`config.mk`:
```
export PLATFORM = sky130hd
export DESIGN_NAME = logic_cell_input_select
export DESIGN_NICKNAME = d
export VERILOG_FILES = /design/src/inc/lcis_pkg.sv /design/src/design/input_gate.sv /design/src/design/logic_cell_input_select.sv
export SDC_FILE = /design/constraint.sdc
export NUM_CORES = 1
export LEC_CHECK = 0
export BUFFER_PORTS_ARGS = -buffer_cell sky130_fd_sc_hd__buf_2
export CAP_MARGIN = 25
export CORE_MARGIN = 4
export CORE_UTILIZATION = 51
export DETAILED_ROUTE_END_ITERATION = 8
export GPL_TIMING_DRIVEN = 0
export PLACE_DENSITY = 0.78
export SLEW_MARGIN = 0
export SYNTH_ARGS = -nofsm -noshare
export SYNTH_HDL_FRONTEND = slang
export SYNTH_SLANG_ARGS = --single-unit
```
`constraint.sdc`:
```
create_clock -name sys_clk -period 2.61 [get_ports sys_clk]
set_input_delay 0.1305 -clock sys_clk [delete_from_list [all_inputs] [get_ports sys_clk]]
set_output_delay 0.1305 -clock sys_clk [all_outputs]
set_load 0.01 [all_outputs]
```
`src/inc/lcis_pkg.sv`:
```
// Package with register map, field layout and source encodings for the input select stage
package lcis_pkg;

    // APB byte addresses of the registers
    localparam logic [7:0] GATE_SELECT_LOW_ADDR  = 8'h00;
    localparam logic [7:0] GATE_SELECT_HIGH_ADDR = 8'h04;
    localparam logic [7:0] SOURCE_SELECT_ADDR    = 8'h08;
    localparam logic [7:0] GATE_INVERT_ADDR      = 8'h0c;
    localparam logic [7:0] STATUS_ADDR           = 8'h10;

    // Reset values
    localparam logic [15:0] GATE_SELECT_LOW_RST  = 16'h0000;
    localparam logic [15:0] GATE_SELECT_HIGH_RST = 16'h0000;
    localparam logic [15:0] SOURCE_SELECT_RST    = 16'h0000;
    localparam logic [3:0]  GATE_INVERT_RST      = 4'h0;

    // Source select fields: 3 bits each, at a stride of 4 bits
    localparam int SEL_FIELD_STRIDE = 4;
    localparam int SEL_FIELD_WIDTH  = 3;
    // Gate enable fields: 8 bits per gate, two gates per register
    localparam int GATE_FIELD_WIDTH = 8;
    localparam int GATE_HIGH_LSB    = 8;

    localparam int NUM_SOURCES = 4;
    localparam int NUM_GATES   = 4;

    // Selector encodings, common to all four selectors
    typedef enum logic [2:0] {
        SEL_CODE_0,
        SEL_CODE_1,
        SEL_CODE_2,
        SEL_CODE_3,
        SEL_CODE_4,
        SEL_CODE_5,
        SEL_CODE_6,
        SEL_CODE_7
    } sel_code_t;

endpackage : lcis_pkg

```
`src/design/input_gate.sv`:
```
// One input gate: OR of enabled true and negated source copies, then optional inversion
`timescale 1ns/1ps
module input_gate (
    // Source copies, index 0 is source one
    input  wire logic [3:0] src_true,
    input  wire logic [3:0] src_neg,
    // Enable byte, descending true/negated pairs for sources 4..1
    input  wire logic [7:0] enables,
    input  wire logic       invert,
    // Gate result
    output logic            gate_out
);
    logic [3:0] true_en;
    logic [3:0] neg_en;
    logic       or_term;

    always_comb begin
        for (int i = 0; i < 4; i++) begin
            true_en[i] = enables[2*i+1];
            neg_en[i]  = enables[2*i];
        end
        // Nothing enabled leaves the OR at zero
        or_term  = |((src_true & true_en) | (src_neg & neg_en));
        gate_out = or_term ^ invert;
    end
endmodule : input_gate

```
`src/design/logic_cell_input_select.sv`:
```
// Input select stage of the fourth logic cell with its APB register file
//
// The implementer's own choices: the APB slave port and the address map.
`timescale 1ns/1ps

// What this block does
// - Selector one picks ext A, PWM7 high, timer1 match, RC clock, ref clock, fast PWM clock, timer2 match, PWM1 low.
// - Selector two picks ext B, cell three out, comparator 1, PWM7 low, end of conversion, PWM1 high, capture 1, capture 2.
// - Selector three picks ext A, own output, comparator 2, PWM8 high, UART2 receive, DMA1 interrupt, compare 1, PWM2 low.
// - Gate 1 enables sit in bits 7..0 of the low select register, true then negated, sources 4 down to 1.
// - Gate 2 enables sit in bits 15..8 of the low select register in the same order.
// - Gate 3 enables sit in bits 7..0 of the high select register in the same order.
// - Gate 4 enables sit in bits 15..8 of the high select register in the same order.
// - An enable bit at 1 includes its source copy in the gate, at 0 excludes it.
// - Each selector delivers its chosen signal and its complement to the gates.
// - Each gate is the OR of all copies enabled for it.
// - A per-gate invert bit at 1 inverts that gate output, at 0 passes it.
module logic_cell_input_select (
    // Clock and reset
    input  wire logic        sys_clk,
    input  wire logic        rst,
    // APB slave
    input  wire logic        psel,
    input  wire logic        penable,
    input  wire logic        pwrite,
    input  wire logic [7:0]  paddr,
    input  wire logic [31:0] pwdata,
    output logic      [31:0] prdata,
    output logic             pready,
    output logic             pslverr,
    // Source pins and on-chip signals
    input  wire logic        ext_input_a,
    input  wire logic        ext_input_b,
    input  wire logic        pwm_gen7_high,
    input  wire logic        pwm_gen7_low,
    input  wire logic        pwm_gen8_high,
    input  wire logic        pwm_gen8_low,
    input  wire logic        pwm_gen1_high,
    input  wire logic        pwm_gen1_low,
    input  wire logic        pwm_gen2_high,
    input  wire logic        pwm_gen2_low,
    input  wire logic        timer1_match,
    input  wire logic        timer2_match,
    input  wire logic        internal_rc_clock,
    input  wire logic        reference_clock_out,
    input  wire logic        fast_pwm_clock,
    input  wire logic        cell_three_out,
    input  wire logic        cell_four_out,
    input  wire logic        comparator_one_out,
    input  wire logic        comparator_two_out,
    input  wire logic        comparator_three_out,
    input  wire logic        conversion_done,
    input  wire logic        capture_one_sync,
    input  wire logic        capture_two_sync,
    input  wire logic        uart_two_rx,
    input  wire logic        dma_one_irq,
    input  wire logic        compare_one_sync,
    input  wire logic        compare_three_sync,
    input  wire logic        trigger_gen_out_29,
    input  wire logic        pwm_sync_out,
    // Gate outputs toward the logic function core
    output logic      [3:0]  gate_out
);
    import lcis_pkg::*;

    // Registers
    logic [15:0] gate_select_low_q,  gate_select_low_d;
    logic [15:0] gate_select_high_q, gate_select_high_d;
    logic [15:0] source_select_q,    source_select_d;
    logic [3:0]  gate_invert_q,      gate_invert_d;
    logic [31:0] prdata_q,           prdata_d;
    logic        pslverr_q,          pslverr_d;

    // Selector outputs and gate results
    logic [3:0]  src_true;
    logic [3:0]  src_neg;
    logic [3:0]  gate_raw;
    sel_code_t   sel_one, sel_two, sel_three, sel_four;
    logic        addr_hit;
    logic        access;
    logic [7:0]  gate_enables [NUM_GATES];

    // Bus decode
    logic        hit_low;
    logic        hit_high;
    logic        hit_src;
    logic        hit_inv;
    logic        hit_stat;
    logic        wr_access;
    logic [31:0] rd_mux;

    assign access = psel & penable;

    // Selector codes from the source select register
    always_comb begin
        sel_one   = sel_code_t'(source_select_q[0*SEL_FIELD_STRIDE +: SEL_FIELD_WIDTH]);
        sel_two   = sel_code_t'(source_select_q[1*SEL_FIELD_STRIDE +: SEL_FIELD_WIDTH]);
        sel_three = sel_code_t'(source_select_q[2*SEL_FIELD_STRIDE +: SEL_FIELD_WIDTH]);
        sel_four  = sel_code_t'(source_select_q[3*SEL_FIELD_STRIDE +: SEL_FIELD_WIDTH]);
    end

    // Selector one
    always_comb begin
        unique case (sel_one)
            SEL_CODE_0: src_true[0] = ext_input_a;
            SEL_CODE_1: src_true[0] = pwm_gen7_high;
            SEL_CODE_2: src_true[0] = timer1_match;
            SEL_CODE_3: src_true[0] = internal_rc_clock;
            SEL_CODE_4: src_true[0] = reference_clock_out;
            SEL_CODE_5: src_true[0] = fast_pwm_clock;
            SEL_CODE_6: src_true[0] = timer2_match;
            SEL_CODE_7: src_true[0] = pwm_gen1_low;
        endcase
    end

    // Selector two
    always_comb begin
        unique case (sel_two)
            SEL_CODE_0: src_true[1] = ext_input_b;
            SEL_CODE_1: src_true[1] = cell_three_out;
            SEL_CODE_2: src_true[1] = comparator_one_out;
            SEL_CODE_3: src_true[1] = pwm_gen7_low;
            SEL_CODE_4: src_true[1] = conversion_done;
            SEL_CODE_5: src_true[1] = pwm_gen1_high;
            SEL_CODE_6: src_true[1] = capture_one_sync;
            SEL_CODE_7: src_true[1] = capture_two_sync;
        endcase
    end

    // Selector three; own output feeds back, so the core must register it
    always_comb begin
        unique case (sel_three)
            SEL_CODE_0: src_true[2] = ext_input_a;
            SEL_CODE_1: src_true[2] = cell_four_out;
            SEL_CODE_2: src_true[2] = comparator_two_out;
            SEL_CODE_3: src_true[2] = pwm_gen8_high;
            SEL_CODE_4: src_true[2] = uart_two_rx;
            SEL_CODE_5: src_true[2] = dma_one_irq;
            SEL_CODE_6: src_true[2] = compare_one_sync;
            SEL_CODE_7: src_true[2] = pwm_gen2_low;
        endcase
    end

    // Selector four
    always_comb begin
        unique case (sel_four)
            SEL_CODE_0: src_true[3] = ext_input_b;
            SEL_CODE_1: src_true[3] = cell_three_out;
            SEL_CODE_2: src_true[3] = comparator_three_out;
            SEL_CODE_3: src_true[3] = pwm_gen8_low;
            SEL_CODE_4: src_true[3] = trigger_gen_out_29;
            SEL_CODE_5: src_true[3] = pwm_gen2_high;
            SEL_CODE_6: src_true[3] = pwm_sync_out;
            SEL_CODE_7: src_true[3] = compare_three_sync;
        endcase
    end

    // Complement formed once here and shared by all four gates
    assign src_neg = ~src_true;

    // Enable bytes per gate; gates one and two share the low register
    always_comb begin
        gate_enables[0] = gate_select_low_q[0 +: GATE_FIELD_WIDTH];
        gate_enables[1] = gate_select_low_q[GATE_HIGH_LSB +: GATE_FIELD_WIDTH];
        gate_enables[2] = gate_select_high_q[0 +: GATE_FIELD_WIDTH];
        gate_enables[3] = gate_select_high_q[GATE_HIGH_LSB +: GATE_FIELD_WIDTH];
    end

    // Four gates, each fed one enable byte
    input_gate u_gate1 (
        .src_true (src_true),
        .src_neg  (src_neg),
        .enables  (gate_enables[0]),
        .invert   (gate_invert_q[0]),
        .gate_out (gate_raw[0])
    );
    input_gate u_gate2 (
        .src_true (src_true),
        .src_neg  (src_neg),
        .enables  (gate_enables[1]),
        .invert   (gate_invert_q[1]),
        .gate_out (gate_raw[1])
    );
    input_gate u_gate3 (
        .src_true (src_true),
        .src_neg  (src_neg),
        .enables  (gate_enables[2]),
        .invert   (gate_invert_q[2]),
        .gate_out (gate_raw[2])
    );
    input_gate u_gate4 (
        .src_true (src_true),
        .src_neg  (src_neg),
        .enables  (gate_enables[3]),
        .invert   (gate_invert_q[3]),
        .gate_out (gate_raw[3])
    );

    // Combinational path keeps gate latency at zero for the core
    assign gate_out = gate_raw;

    // Address decode shared by the read and write paths
    // Full compare, so no register appears again at an alias offset
    always_comb begin
        hit_low  = (paddr == GATE_SELECT_LOW_ADDR);
        hit_high = (paddr == GATE_SELECT_HIGH_ADDR);
        hit_src  = (paddr == SOURCE_SELECT_ADDR);
        hit_inv  = (paddr == GATE_INVERT_ADDR);
        hit_stat = (paddr == STATUS_ADDR);
        addr_hit = hit_low | hit_high | hit_src | hit_inv | hit_stat;
    end

    // Writes land only at the access edge, where the master sees ready
    assign wr_access = access & pwrite & addr_hit;

    // Read mux; unmapped offsets and unimplemented bits read as zero
    always_comb begin
        rd_mux = 32'h00000000;
        if (hit_low) begin
            rd_mux = {16'h0000, gate_select_low_q};
        end
        if (hit_high) begin
            rd_mux = {16'h0000, gate_select_high_q};
        end
        if (hit_src) begin
            rd_mux = {16'h0000, source_select_q};
        end
        if (hit_inv) begin
            rd_mux = {28'h0000000, gate_invert_q};
        end
        if (hit_stat) begin
            // Live view of the selected sources and gate results
            rd_mux = {20'h00000, src_true, 4'h0, gate_raw};
        end
    end

    // Configuration registers next state
    always_comb begin
        gate_select_low_d  = gate_select_low_q;
        gate_select_high_d = gate_select_high_q;
        source_select_d    = source_select_q;
        gate_invert_d      = gate_invert_q;
        if (wr_access && hit_low) begin
            gate_select_low_d = pwdata[15:0];
        end
        if (wr_access && hit_high) begin
            gate_select_high_d = pwdata[15:0];
        end
        if (wr_access && hit_src) begin
            // Only the selector fields are kept; the gaps between them stay zero
            for (int k = 0; k < NUM_SOURCES; k++) begin
                source_select_d[k*SEL_FIELD_STRIDE +: SEL_FIELD_WIDTH] =
                    pwdata[k*SEL_FIELD_STRIDE +: SEL_FIELD_WIDTH];
            end
        end
        if (wr_access && hit_inv) begin
            // Only the low bits of the invert word are implemented
            gate_invert_d = pwdata[3:0];
        end
    end

    // Sync reset brings every gate to its empty, non-inverted state
    always_ff @(posedge sys_clk) begin
        if (rst) begin
            gate_select_low_q  <= GATE_SELECT_LOW_RST;
            gate_select_high_q <= GATE_SELECT_HIGH_RST;
            source_select_q    <= SOURCE_SELECT_RST;
            gate_invert_q      <= GATE_INVERT_RST;
        end else begin
            gate_select_low_q  <= gate_select_low_d;
            gate_select_high_q <= gate_select_high_d;
            source_select_q    <= source_select_d;
            gate_invert_q      <= gate_invert_d;
        end
    end

    // Bus response next state; read data is fixed in the setup cycle so it
    // stands unchanged through the access edge
    always_comb begin
        prdata_d  = prdata_q;
        pslverr_d = 1'b0;
        if (psel && !penable) begin
            prdata_d  = rd_mux;
            pslverr_d = ~addr_hit;
        end
    end

    always_ff @(posedge sys_clk) begin
        if (rst) begin
            prdata_q  <= 32'h00000000;
            pslverr_q <= 1'b0;
        end else begin
            prdata_q  <= prdata_d;
            pslverr_q <= pslverr_d;
        end
    end

    // Decode in setup, answer in the first access cycle
    assign pready  = access;
    assign prdata  = prdata_q;
    assign pslverr = access & pslverr_q;

endmodule : logic_cell_input_select

```
==> metrics.yaml <==
status:
  outcome: "completed"
global_route:
  grt_antenna_before_repair: 0
  grt_max_degree: 11
  grt_overflow: 0
  track_usage: 0.2380
  grt_pass1_vias: 3162
  grt_pass1_wl_mm: 15.64
setup_path:
  endpoint_kind: "output pin"
  slowest_delay_ps: 520
  start_kind: "flip-flop"
  crit_family: "multiplexers"
  cp_max_fo: 5
  reg2reg_slack_ps: 350
  crit_arrival_ps: 2430
  critPathKind: "reg -> out"
  critPathBufInv: 3
  crit_chain: "mux4_2 > mux2i_4 > buf_12 > mux2i_2 > nand4_1 > xor2_2 > buf_4 > buf_6"
  cp_slowest_cell: "mux4_2"
  cp.required_ps: 2480
clocking:
  cts_made_buffers: 9
  clk_pin_slew_ps: 70
  cts_max_level: 3
  clock_sink_count: 65
  clockRootBuffer: "clkbuf_8"
  insertion_delay_ps: 340
  cts_tree: "yes"
  clockBufferDepth: 2
place:
  place_inst: 559
  dp_hpwl_mm: 7.150
  gp_congestion: 0.9080
  place.port_buffers: 78
pwr:
  ir_drop_v: 0.0003156
  sw_frac_of_total: 0.2349
  p_int_mw: 1.609
  cellLeakagePower_nw: 1.945
  pwr-share-clk: 0.423
  combPwrFrac: 0.101
  switching_power_uw: 494.2
  seqPwrFrac: 0.475
  pwr_density_cell_nw_per_um2: 488.6
final_layout:
  n_antenna_cell: 0
  finalNonFillerCells: 579
  drive_gt1_frac: 0.3028
  area_growth_pct: 25.26
  mostFrequentLayoutCells: "buf_2 (79), dfxtp_1 (64), mux2i_1 (52)"
  fin_util: 0.6666
  final_nets: 571
  final_common_cell: "buf_2"
routing:
  ant_nets: 0
  wire_per_inst_um: 16.50
  dr_total_vias: 3243
  drtIter0Drc: 210
  via_per_inst: 5.601
  drt_pass1_iterations: 4
  wirelength_mm: 9.556
  drc: 0
synth:
  synth_xor_area_frac: 0.01019
  synth_top_area_frac: 0.3786
  synth_compound_gate_area_share: 0.1023
  synth_seq_area_share: 0.3786
  avgSynthCellArea_sq_um: 8.836
  syn_area_sq_um: 3437
  synth_top_flop_cell: "dfxtp_1"
  synth_cell_types: 33
  synthAdderAreaFrac: 0
  synth_top_family_by_area: "multiplexers"
  async_flop_share: 0
  synth_area_leader_cell: "dfxtp_1"
  synth-simple-area-share: 0.1831
  synthTopCellsByArea: "dfxtp_1 (38%), mux2i_1 (17%), buf_4 (5.2%)"
  synth_seq_cells: 65
  synth_edf_count: 0
  synthMuxAreaShare: 0.2377
  yosysWarnings: 0
  syn_inst: 389
job:
  maxCapViolCount: 0
timing:
  slew_viol_final: 0
  fin_crit_ps: 2565
  setup_viol_count_final: 0
  worst_pin_slew_ps: 725.1
  fmax_mhz: 389.9
  rsz0062_at_grt: "yes"
  hold_violations: 0
  period_share: 0.9828
  hold_ws_ps: 35.65
  fin_tns_setup_ps: 0
  clock_skew_ps: 9.842
  slew_headroom: 0.5166
floorplanning:
  initial_utilization: 0.5322
  design.die.area_sq_um: 8117
  io_pins: 112
  fp.dieW_um: 90.10
  rows: 29
  die_h_um: 90.10
  design.core.area_sq_um: 6459
hold_path:
  hold_class: "in -> reg"
[final timing paths]
path                        start                     end  cells past startpoint
max            source_select_q[9]             gate_out[1]                      8
min                    pwdata[11]  gate_select_high_q[11]                      3
max reg2reg    source_select_q[1]               prdata[3]                      8
min reg2reg  gate_select_low_q[9]    gate_select_low_q[9]                      2
[synth_stat cells (2+ instances only)]
| master | count |
|---|---|
| nand4_1 | 4 |
| mux2_2 | 3 |
| nand3_1 | 31 |
| mux4_2 | 8 |
| mux2i_1 | 58 |
| clkbuf_1 | 16 |
| dfxtp_1 | 65 |
| buf_1 | 2 |
| nand2_1 | 43 |
| nand2b_1 | 2 |
| xor2_1 | 4 |
| a211oi_1 | 3 |
| buf_4 | 24 |
| a21o_1 | 3 |
| o21ai_0 | 13 |
| buf_2 | 5 |
| and3_1 | 3 |
| nor2b_1 | 2 |
| a21oi_1 | 33 |
| nor3_1 | 10 |
| nor2_1 | 38 |
| a22oi_1 | 8 |
[stage by stage]
stage               setup slack [ps]  total power [mW]  instance area, sq um
global placement               264.3             1.220                  3980
CTS                            6.635             2.091                  4214
global route                  -20.68             2.176                  4305
floorplan                      689.3             1.136                  3493
finish                         44.99             2.104                  4305
detailed placement             220.2             1.223                  3980
[tightest hold or removal path, stage by stage]
cell and delay, ps:
buf_2 90, mux2i_1 60, nor2_1 70
[registers in the layout (all words and copies together), names as in the netlist]
signal              flops
pslverr_q               1
gate_invert_q           4
prdata                 16
gate_select_low_q      16
source_select_q        12
gate_select_high_q     16
[final cells by class]
cell class | instances | area [sq um]
fill | 545 | 2153
multi-input combinational | 290 | 1947
sequential | 65 | 1305
timing repair buffer | 85 | 467.9
buffer | 46 | 281.5
clock buffer | 14 | 172.7
tap | 77 | 96.34
clock inverter | 2 | 35.03
[metal layers]
metal	track usage	wire (um)
met5	0	0
met4	0.06888	219
met3	0.08013	908
met2	0.4026	4617
met1	0.2874	3811
[power groups by stage]
stage          clock network, mW  logic, mW  registers [mW]
4_1_cts                    0.890      0.202            1.00
6_report                   0.891      0.213           0.999
5_1_grt                    0.943      0.233            1.00
3_3_place_gp                   0      0.198            1.02
3_5_place_dp                   0      0.200            1.02
2_1_floorplan                  0      0.111            1.03
[what timing repair did]
item / 4_1_cts / 5_1_grt
buffers inserted: 2 / 4
endpoints found under the setup margin: 4 / 4
endpoints found under the hold margin: 0 / 0
hold buffers: 0 / 0
resized for setup: 3 / 13
pin swaps: 2 / 7
[cell families after synthesis]
kind of cell,Yosys count
muxes,70
buffers and inverters,49
other,1
AOI/OAI and AO/OA,62
xor gates and xnor gates,4
DFF,65
and+or+nand+nor,138
(Power assumes the default switching activity.)
